$ cat src/include/hdlc_ctrl_map.svh
`ifndef HDLC_CTRL_MAP_SVH
`define HDLC_CTRL_MAP_SVH

// Register byte addresses on the parallel port.
`define ADDR_HDLC_STATUS 8'h14
`define ADDR_HDLC_CONTROL_TWO 8'h15
`define ADDR_HDLC_IRQ_MASK 8'h16
`define ADDR_HDLC_IRQ_STATUS 8'h17
`define ADDR_RX_CRC_UPPER 8'h1b

// Control register two bit positions.
`define CTL_IRQ_BIT2_SELECT 7
`define CTL_CYCLE 6
`define CTL_TX_CRC_INHIBIT 5
`define CTL_SEVEN_BIT_ADDR 4
`define CTL_RX_FIFO_FLUSH 1
`define CTL_TX_FIFO_FLUSH 0

// Interrupt status bit positions.
`define IRQ_GO_AHEAD 7
`define IRQ_RX_END_PACKET 6
`define IRQ_TX_PACKET_DONE 5
`define IRQ_RX_LAST_BYTE 4
`define IRQ_TX_FIFO_LOW 3
`define IRQ_FRAME_ABORT 2
`define IRQ_RX_FIFO_HIGH 1
`define IRQ_RX_OVERFLOW 0

// Reset values, sizes and counts.
`define RST_CONTROL_TWO 8'h00
`define RST_IRQ_MASK 8'h00
`define RST_IRQ_STATUS 8'h00
`define RX_FIFO_BYTES 8'h80
`define ABORT_MIN_BITS 5'h1a
`define CTL_WRITABLE_MASK 8'hf3

`endif

$ cat src/include/hdlc_ctrl_pkg.sv
package hdlc_ctrl_pkg;

    // Receive FIFO fill state as reported in the status register.
    typedef enum logic [1:0] {
        RX_EMPTY = 2'h0,
        RX_BELOW = 2'h1,
        RX_STATUS_LEVEL = 2'h2,
        RX_IRQ_LEVEL = 2'h3
    } rx_fifo_state_t;

    // Complete register state of the control block.
    typedef struct packed {
        logic [7:0] control;
        logic [7:0] mask;
        logic [7:0] irq;
        logic [7:0] rxCrcUpper;
        logic [7:0] rdData;
        logic [7:0] rxLevelPrev;
        logic [7:0] txLevelPrev;
        logic [4:0] bitCount;
        logic rxEnable;
        logic [1:0] rdSync;
        logic [1:0] wrSync;
        logic rdPrev;
        logic wrPrev;
        logic [1:0][7:0] addrSync;
        logic [1:0][7:0] wrDataSync;
        rx_fifo_state_t rxState;
    } ctrl_state_t;

endpackage : hdlc_ctrl_pkg

$ cat src/logic/hdlc_ctrl_irq_regs.sv
`timescale 1ns/1ps
`include "hdlc_ctrl_map.svh"

module hdlc_ctrl_irq_regs (
    input wire logic mclk,
    input wire logic rst,
    input wire logic [7:0] busAddr,
    input wire logic [7:0] busWrData,
    input wire logic busRead,
    input wire logic busWrite,
    output logic [7:0] busRdData,
    output logic irqRequest,
    input wire logic rxByteValid,
    output logic rxByteReady,
    input wire logic [7:0] rxByte,
    input wire logic rxByteEnd,
    input wire logic [7:0] rxFcsUpper,
    input wire logic rxFlagSeen,
    input wire logic rxBitTick,
    input wire logic rxPacketStart,
    input wire logic rxAbortSeen,
    input wire logic goAheadSeen,
    output logic storeValid,
    input wire logic storeReady,
    output logic [7:0] storeData,
    output logic storeEnd,
    input wire logic [7:0] rxLevel,
    input wire logic [7:0] rxStatusLevel,
    input wire logic [7:0] rxIrqLevel,
    input wire logic rxFifoRead,
    input wire logic rxNextIsLast,
    input wire logic [7:0] txLevel,
    input wire logic [7:0] txLowLevel,
    input wire logic txFifoWrite,
    input wire logic txReadAttempt,
    input wire logic txPacketDone,
    output logic rxEnable,
    output logic rxFlushActive,
    output logic txFlushActive,
    output logic txCycle,
    output logic txCrcInhibit,
    output logic sevenBitAddr,
    output logic [1:0] rxFifoState
);
    hdlc_ctrl_pkg::ctrl_state_t st;
    hdlc_ctrl_pkg::ctrl_state_t next_st;
    logic rdEdge;
    logic wrEdge;
    logic fifoInValid;
    logic fifoInReady;
    logic fifoOutValid;
    logic fifoOutReady;
    logic [8:0] fifoOutData;
    logic storeFull;
    logic storeWrite;
    logic overflowHit;
    logic abortCounts;
    logic [7:0] irqEvents;

    // Receive bytes pass a small buffer on their way to the byte store.
    byte_fifo #(
        .WIDTH(9),
        .DEPTH(4)
    ) u_rx_buffer (
        .mclk(mclk),
        .rst(rst),
        .inValid(fifoInValid),
        .inReady(fifoInReady),
        .inData({rxByteEnd, rxByte}),
        .outValid(fifoOutValid),
        .outReady(fifoOutReady),
        .outData(fifoOutData)
    );

    // While the receiver is disabled incoming bytes are taken and dropped.
    assign fifoInValid = rxByteValid && st.rxEnable;
    assign rxByteReady = fifoInReady || !st.rxEnable;

    // A byte meeting a full store is discarded and counts as an overflow.
    assign storeFull = (rxLevel >= `RX_FIFO_BYTES);
    assign storeValid = fifoOutValid && !storeFull;
    assign storeData = fifoOutData[7:0];
    assign storeEnd = fifoOutData[8];
    assign storeWrite = storeValid && storeReady;
    assign overflowHit = fifoOutValid && storeFull;
    assign fifoOutReady = storeReady || storeFull;

    // Bus strobes are pins: edges are taken after two synchroniser stages.
    assign rdEdge = st.rdSync[1] && !st.rdPrev;
    assign wrEdge = st.wrSync[1] && !st.wrPrev;

    // An abort only counts once enough packet bits have arrived.
    assign abortCounts = rxAbortSeen && (st.bitCount >= `ABORT_MIN_BITS);

    // Hardware events gathered per interrupt status bit.
    always_comb
    begin
        irqEvents = 8'h00;
        irqEvents[`IRQ_GO_AHEAD] = goAheadSeen;
        irqEvents[`IRQ_RX_END_PACKET] = storeWrite && storeEnd;
        irqEvents[`IRQ_TX_PACKET_DONE] = txPacketDone;
        irqEvents[`IRQ_RX_LAST_BYTE] = rxNextIsLast || (rxFifoRead && rxLevel == 8'h00);
        irqEvents[`IRQ_TX_FIFO_LOW] = (txLevel < txLowLevel) && (st.txLevelPrev >= txLowLevel);
        if (st.control[`CTL_IRQ_BIT2_SELECT])
        begin
            irqEvents[`IRQ_FRAME_ABORT] = txReadAttempt && (txLevel == 8'h00);
        end
        else
        begin
            irqEvents[`IRQ_FRAME_ABORT] = abortCounts;
        end
        irqEvents[`IRQ_RX_FIFO_HIGH] = (rxLevel > rxIrqLevel) && (st.rxLevelPrev <= rxIrqLevel);
        irqEvents[`IRQ_RX_OVERFLOW] = overflowHit;
    end

    // Next-state logic for registers, flags and receiver control.
    always_comb
    begin
        next_st = st;
        next_st.rdSync = {st.rdSync[0], busRead};
        next_st.wrSync = {st.wrSync[0], busWrite};
        next_st.rdPrev = st.rdSync[1];
        next_st.wrPrev = st.wrSync[1];
        // Address and write data are pins too and follow the strobes through two stages.
        next_st.addrSync = {st.addrSync[0], busAddr};
        next_st.wrDataSync = {st.wrDataSync[0], busWrData};
        next_st.rxLevelPrev = rxLevel;
        next_st.txLevelPrev = txLevel;
        // Packet bit counter saturates at the abort threshold.
        if (rxPacketStart)
        begin
            next_st.bitCount = 5'h00;
        end
        else if (rxBitTick && st.bitCount < `ABORT_MIN_BITS)
        begin
            next_st.bitCount = st.bitCount + 5'h01;
        end
        // Register reads; the interrupt status read clears all flags.
        if (rdEdge)
        begin
            case (st.addrSync[1])
                `ADDR_HDLC_STATUS: next_st.rdData = {6'h00, st.rxState};
                `ADDR_HDLC_CONTROL_TWO: next_st.rdData = st.control;
                `ADDR_HDLC_IRQ_MASK: next_st.rdData = st.mask;
                `ADDR_HDLC_IRQ_STATUS:
                begin
                    next_st.rdData = st.irq;
                    next_st.irq = 8'h00;
                end
                `ADDR_RX_CRC_UPPER: next_st.rdData = st.rxCrcUpper;
                default: next_st.rdData = 8'h00;
            endcase
        end
        // Register writes; reserved control bits are held at zero.
        if (wrEdge)
        begin
            case (st.addrSync[1])
                `ADDR_HDLC_CONTROL_TWO:
                begin
                    next_st.control = st.wrDataSync[1] & `CTL_WRITABLE_MASK;
                end
                `ADDR_HDLC_IRQ_MASK: next_st.mask = st.wrDataSync[1];
                default: next_st.control = st.control;
            endcase
        end
        // Transmit flush ends with the next transmit FIFO write.
        if (txFifoWrite)
        begin
            next_st.control[`CTL_TX_FIFO_FLUSH] = 1'b0;
        end
        // New events set flags after any clear, so a set is never lost.
        next_st.irq = next_st.irq | irqEvents;
        // Capture the received CRC upper byte with the end byte.
        if (storeWrite && storeEnd)
        begin
            next_st.rxCrcUpper = rxFcsUpper;
        end
        // Flush or overflow disables the receiver until the next flag seen with flush off and no overflow.
        if (overflowHit || next_st.control[`CTL_RX_FIFO_FLUSH])
        begin
            next_st.rxEnable = 1'b0;
        end
        else if (rxFlagSeen)
        begin
            next_st.rxEnable = 1'b1;
        end
        // Receive state encoding, forced empty while flushing.
        if (rxLevel == 8'h00 || st.control[`CTL_RX_FIFO_FLUSH])
        begin
            next_st.rxState = hdlc_ctrl_pkg::RX_EMPTY;
        end
        else if (rxLevel >= rxIrqLevel)
        begin
            next_st.rxState = hdlc_ctrl_pkg::RX_IRQ_LEVEL;
        end
        else if (rxLevel >= rxStatusLevel)
        begin
            next_st.rxState = hdlc_ctrl_pkg::RX_STATUS_LEVEL;
        end
        else
        begin
            next_st.rxState = hdlc_ctrl_pkg::RX_BELOW;
        end
    end

    // State register; the mask starts cleared so all sources are off.
    always_ff @(posedge mclk or posedge rst)
    begin
        if (rst)
        begin
            st <= '0;
            st.control <= `RST_CONTROL_TWO;
            st.mask <= `RST_IRQ_MASK;
            st.irq <= `RST_IRQ_STATUS;
            st.rxEnable <= 1'b1;
        end
        else
        begin
            st <= next_st;
        end
    end

    // Outputs straight from the state register.
    assign busRdData = st.rdData;
    assign irqRequest = |(st.irq & st.mask);
    assign rxEnable = st.rxEnable;
    assign rxFlushActive = st.control[`CTL_RX_FIFO_FLUSH];
    assign txFlushActive = st.control[`CTL_TX_FIFO_FLUSH];
    assign txCycle = st.control[`CTL_CYCLE];
    assign txCrcInhibit = st.control[`CTL_TX_CRC_INHIBIT];
    assign sevenBitAddr = st.control[`CTL_SEVEN_BIT_ADDR];
    assign rxFifoState = st.rxState;
endmodule : hdlc_ctrl_irq_regs

$ cat src/logic/byte_fifo.sv
`timescale 1ns/1ps

// Small first-in first-out buffer with valid and ready on both sides.
module byte_fifo #(
    parameter int WIDTH = 9,
    parameter int DEPTH = 4
) (
    input wire logic mclk,
    input wire logic rst,
    input wire logic inValid,
    output logic inReady,
    input wire logic [WIDTH-1:0] inData,
    output logic outValid,
    input wire logic outReady,
    output logic [WIDTH-1:0] outData
);
    localparam int AW = (DEPTH > 1) ? $clog2(DEPTH) : 1;
    localparam int CW = $clog2(DEPTH + 1);

    typedef struct packed {
        logic [DEPTH-1:0][WIDTH-1:0] mem;
        logic [AW-1:0] wrPtr;
        logic [AW-1:0] rdPtr;
        logic [CW-1:0] count;
    } fifo_state_t;

    fifo_state_t st;
    fifo_state_t next_st;
    logic push;
    logic pop;

    // Handshakes come straight from the fill count.
    assign inReady = (st.count != CW'(DEPTH));
    assign outValid = (st.count != '0);
    assign outData = st.mem[st.rdPtr];
    assign push = inValid && inReady;
    assign pop = outValid && outReady;

    // Pointer and count update; pointers wrap at the depth.
    always_comb
    begin
        next_st = st;
        if (push)
        begin
            next_st.mem[st.wrPtr] = inData;
            next_st.wrPtr = (st.wrPtr == AW'(DEPTH - 1)) ? '0 : st.wrPtr + 1'b1;
        end
        if (pop)
        begin
            next_st.rdPtr = (st.rdPtr == AW'(DEPTH - 1)) ? '0 : st.rdPtr + 1'b1;
        end
        if (push && !pop)
        begin
            next_st.count = st.count + 1'b1;
        end
        else if (pop && !push)
        begin
            next_st.count = st.count - 1'b1;
        end
    end

    // State register.
    always_ff @(posedge mclk or posedge rst)
    begin
        if (rst)
        begin
            st <= '0;
        end
        else
        begin
            st <= next_st;
        end
    end
endmodule : byte_fifo

$ cat config.mk
export PLATFORM = sky130hd
export DESIGN_NAME = hdlc_ctrl_irq_regs
export DESIGN_NICKNAME = d
export VERILOG_FILES = /design/src/include/hdlc_ctrl_pkg.sv /design/src/logic/hdlc_ctrl_irq_regs.sv /design/src/logic/byte_fifo.sv
export VERILOG_INCLUDE_DIRS = /design/src /design/src/include
export SDC_FILE = /design/constraint.sdc
export NUM_CORES = 1
export LEC_CHECK = 0
export BUFFER_PORTS_ARGS = -buffer_cell sky130_fd_sc_hd__buf_2
export CAP_MARGIN = 10
export CORE_MARGIN = 2
export CORE_UTILIZATION = 45
export DETAILED_ROUTE_END_ITERATION = 6
export PLACE_DENSITY = 0.64
export SETUP_SLACK_MARGIN = 0.2
export SYNTH_ARGS = -nofsm -noshare
export SYNTH_HDL_FRONTEND = slang
export SYNTH_SLANG_ARGS = --single-unit
$ cat constraint.sdc
create_clock -name mclk -period 5.5 [get_ports mclk]
set_input_delay 0.55 -clock mclk [delete_from_list [all_inputs] [get_ports mclk]]
set_output_delay 0.55 -clock mclk [all_outputs]
set_load 0.01 [all_outputs]
# After elaboration in Yosys (flattened, before gate mapping)
# Index checks and enable logic that the tools add are counted.
# word_totals
output_inout_bits	28
regBits	143
inputBits	89
wordCells	119
# classes
n_reduce_logical	41
eq_ne	8
muxes	24
add_sub_neg	5
n_lt_le_gt_ge	12
bitwise	2
# ops
operator	count
$eq A8 B5 Y1 const B	5
$pmux W8 S5	1
$bwmux W36	1
$ge A8 B8 Y1	3
$mux W8	3
$bmux W9 S2	1
$demux W9 S2	1
$logic_and A1 B1 Y1	18
$mux W9	2
$logic_not A8 Y1	2
$mux W2	6
$mux W10	1
$mux W5	2
$reduce_bool A2 Y1	5
$and A8 B8 Y8	1
$ge A8 B8 Y1 const B	1
$gt A8 B8 Y1	1
$le A8 B8 Y1	1
$lt A8 B8 Y1	1
$or A8 B8 Y8	1
$reduce_or A8 Y1	1
$logic_not A1 Y1	6
$lt A2 B3 Y1 const B	2
$mux W3	2
13 further kinds	24

# Depth between registers and ports, before layout
# depth
ltp_word	6
mapped_depth	8
mapped_depth_nobuf	8

# Modules after synthesis
# From an unflattened synthesis, not the netlist that was laid out.
# unflattened
hier_cells	489
hier_area_um2	6502.5
# by_module_without_submodules
module	cells_per_inst	instances	seq_area_each_um2	area_each_um2
hdlc_ctrl_irq_regs	364	1	2503.7	4526.8
byte_fifo	125	1	1076.0	1975.6

# Least setup slack after synthesis
# Ideal clock, no wire load.
# synth_timing
path_type	flip-flop to flip-flop
from	reg rxEnable (netlist name)
to	reg u_rx_buffer.st[2] (netlist bit)
path_stages_with_launch	9
setup_time_ns	0.079
path_slack_ns	3.392
arrival_time_ns	2.028
path_buffers	0
cell_sequence	dfstp_2 nand2_1 a21oi_1 ha_1 inv_1 fa_1 xor2_1 nor2_1 xor2_1
# synth_via
elab_chain_len	5
word_cells_on_any_way	7
cone_classes	mux: 1; reduce/logical: 6
# synth_rtl
element	line	source
$logic_and A1 B1 Y1 (*)	hdlc_ctrl_irq_regs.sv:76	assign fifoInValid = rxByteValid && st.rxEnable;
$logic_and A1 B1 Y1 (*)	byte_fifo.sv:36	assign push = inValid && inReady;
via u_rx_buffer.push	byte_fifo.sv:29	logic push;
$logic_not A1 Y1	byte_fifo.sv:56	else if (pop && !push)
$logic_and A1 B1 Y1	byte_fifo.sv:56	
$reduce_bool A2 Y1 (no line)	-	
end signal: assignment	byte_fifo.sv:71	st <= next_st;
end: declaration	byte_fifo.sv:27	fifo_state_t st;
# The timed path passes the listed nets; every way through them passes the cells marked *.
# A chain may end at the register's enable or synchronous reset.

# Worst setup path after layout
# layout_timing
from	reg u_rx_buffer.st[3] (netlist bit)
to	out storeData[2]
# layout_via
elab_chain_len	2
# layout_rtl
element	line	source
$bmux W9 S2	byte_fifo.sv:35	assign outData = st.mem[st.rdPtr];
$mux W9 (implied by the code)	byte_fifo.sv:35	
end: declaration	hdlc_ctrl_irq_regs.sv:25	output logic [7:0] storeData,
# No other way between the ends. The select of a mux whose other input is x is not followed.

==> flow_metrics.py <==
metrics = {
    "finish": {
        "area_growth_syn_to_layout_pct": 19.9,
        "final_cell_mix": "dfrtp_1, buf_2, mux2_2",
        "num-nets-final": 747,
        "layout_commonest_cell": "dfrtp_1",
        "seq_area_um2": 3580,
        "multi_input_area_um2": 2650,
        "drive_gt1_share_pct": 36.6,
        "nFillCells": 1196,
        "fin_area_um2": 7740,
    },
    "cts": {
        "clk_pin_slew_worst_paths_ns": 0.06,
        "cts_buffers": 17,
        "cts_num_sinks": 143,
        "cts_setup_buffers": 0,
        "cts_hold_buf": 0,
        "cts_tree": "yes",
        "cts-resized-gates": 0,
        "clock_latency_ns": 0.42,
        "clockBufferDepth": 2,
        "h-tree-depth": 4,
        "root_buffer": "clkbuf_16",
    },
    "detailed_routing": {
        "num_vias": 4173,
        "avgRoutedWirePerCell_um": 16.3,
        "route.final.wire_length_um": 13100,
        "first_pass_iters": 4,
        "vias_per_cell": 5.19,
        "first_iter_violations": 177,
        "drc": 0,
        "ant_nets": 0,
    },
    "logic_synthesis": {
        "async_flop_share_pct": 100,
        "yosysSeqAreaShare_pct": 55.4,
        "yosysWarnings": 0,
        "synth_nets": 628,
        "syn-mean-instance-area_um2": 13.2,
        "syn_area_um2": 6460,
        "synthCells": 491,
        "synth_cell_types": 52,
        "synth-edff-count": 0,
        "synthFlopType": "dfrtp_1",
        "ys_seq_elements": 143,
    },
    "die": {
        "die_h_um": 124,
        "pin_count": 117,
        "dieArea_um2": 15300,
        "core-area_um2": 13900,
        "start_util_pct": 46.4,
        "rows": 43,
        "die_x_um": 124,
    },
    "global_route": {
        "grt_usage_pct": 18.6,
        "grt_pass1_vias": 4338,
        "grt_pass1_wl_um": 21400,
        "grt_remaining_overflow": 0,
        "grt_start_max_net_pins": 86,
        "antenna_found_initial": 1,
    },
    "timing": {
        "finalMaxSlewViolations": 0,
        "max_freq_ghz": 0.398,
        "timing.final.crit_period_ns": 2.51,
        "clock_skew_ns": 0.0142,
        "tightest_slew_ns": 0.890,
        "tns_ns": 0,
        "min_period_over_period_pct": 45.7,
        "slew_headroom_pct": 40.6,
        "hold_viol": 0,
        "fin_ws_ns": 2.99,
        "setup_viol": 0,
        "rsz0062_at_grt": "no",
    },
    "setup_path": {
        "crit_arrival_ns": 1.96,
        "endpoint_kind": "output pin",
        "worstPathRequired_ns": 4.95,
        "cp_max_fo": 12,
        "r2r_slack_ns": 3.12,
        "critPathKind": "flop to output pin",
        "start_kind": "flop",
    },
    "power": {
        "p_per_area_nw_per_um2": 421,
        "max-vdd-ir-drop_mv": 0.265,
        "finalPower_mw": 3.26,
        "p_leak_nw": 3.71,
    },
    "placed_design": {
        "globalplace.congestion": 0.920,
        "place_ws_ns": 3.10,
        "placed_cell_area_um2": 7170,
        "hpwl_um": 9620,
        "port_buffers": 116,
    },
    "worst_hold_path": {
        "hp-class": "primary input to flop",
    },
    "outcome": {
        "status": "finished, final reports clean",
    },
    "job": {
        "maxCapViolCount": 0,
    },
}
-- metal layers --
| layer | routed length, um | track usage (%) | vias to the layer above |
|---|---|---|---|
| met1 | 5890 | 23.9 | 2041 |
| li1 | - | - | 2018 |
| met3 | 735 | 5.68 | 14 |
| met2 | 6330 | 30.2 | 100 |
| met4 | 172 | 6.18 | 0 |
| met5 | 0 | 0 | - |
-- per-stage QoR --
step	util, %	cells	hold slack, ns
2_1_floorplan	-	491	0.331
3_3_place_gp	51.4	771	0.336
3_5_place_dp	51.4	771	0.336
4_1_cts	55.6	803	0.216
5_1_grt	55.6	803	0.210
6_report	55.6	804	0.235
-- layout make-up --
cell class	count	area share, %
Antenna cell	1	0.0323
Clock buffer	17	5.49
Clock inverter	15	1.92
Inverter	31	1.57
Multi-Input combinational cell	300	34.3
Sequential cell	143	46.2
Tap cell	180	2.91
Timing Repair Buffer	117	7.59
-- power by group --
group | switching [mW] | internal [mW] | leakage (nW) | total (mW)
clock | 0.459 | 0.635 | 0.278 | 1.09
combinational | 0.305 | 0.417 | 1.72 | 0.721
sequential | 0.167 | 1.28 | 1.71 | 1.44
-- cell families after synthesis --
logic type	count (synthesis)	share of synthesized area (%)
flip-flops	143	55.4
adder cells (fa/ha/maj)	48	9.41
multiplexers	76	14.8
buffers and inverters	48	3.51
AND/OR/NAND/NOR	95	8.04
XOR/XNOR	6	0.814
AO/OA/AOI/OAI	75	8.04
-- synth_stat cells (2+ instances only) --
| master | count | area share, % |
|---|---|---|
| nand4_1 | 6 | 0.58 |
| xor2_1 | 2 | 0.27 |
| nor2_1 | 32 | 1.9 |
| dfrtp_1 | 142 | 55 |
| o21a_1 | 6 | 0.70 |
| nand2b_1 | 6 | 0.58 |
| clkbuf_1 | 4 | 0.23 |
| o211ai_1 | 2 | 0.23 |
| inv_1 | 31 | 1.8 |
| a211o_1 | 2 | 0.27 |
| a221o_1 | 2 | 0.31 |
| nand3_1 | 7 | 0.54 |
| mux2i_1 | 6 | 0.93 |
| ha_1 | 47 | 9.1 |
| a22oi_1 | 11 | 1.3 |
| mux4_2 | 9 | 3.1 |
| nor4b_1 | 2 | 0.27 |
| and3_2 | 2 | 0.23 |
| nor2b_1 | 4 | 0.39 |
| xnor2_1 | 4 | 0.54 |
| nor4b_4 | 2 | 0.74 |
| a221oi_1 | 3 | 0.41 |
| or4_1 | 2 | 0.23 |
| buf_4 | 10 | 1.2 |
| o221ai_1 | 3 | 0.41 |
| a22o_1 | 2 | 0.27 |
| nand2_1 | 18 | 1.0 |
| nor3_1 | 4 | 0.31 |
| and4_1 | 3 | 0.41 |
| a21o_1 | 5 | 0.58 |
| or3_1 | 2 | 0.19 |
| mux2_2 | 60 | 10 |
| a31oi_1 | 3 | 0.29 |
| o21ai_0 | 13 | 1.0 |
| a211oi_1 | 4 | 0.46 |
| a21oi_1 | 14 | 1.1 |
-- flip-flops by register name, summed over array words and instances, names as in the netlist, 2 cells and up --
register / cells
rxFifoState: 2
next_st: 20
u_rx_buffer.st: 43
st: 64
busRdData: 8
-- critical path: stages (launching register included) --
cell,delay (ns)
dfrtp_1,0.77
mux4_2,0.61
buf_2,0.16
-- worst paths after layout --
kind,from,to,depth (start not counted)
min in group asynchronous,rst,next_st[37],2
max,u_rx_buffer.st[3],storeData[2],2
max reg2reg,rxEnable,u_rx_buffer.st[2],8
max in group asynchronous,rst,st[85],3
min reg2reg,next_st[27],st[27],0
min,busWrite,next_st[37],1
No activity file was read; power rests on OpenSTA's default activity.
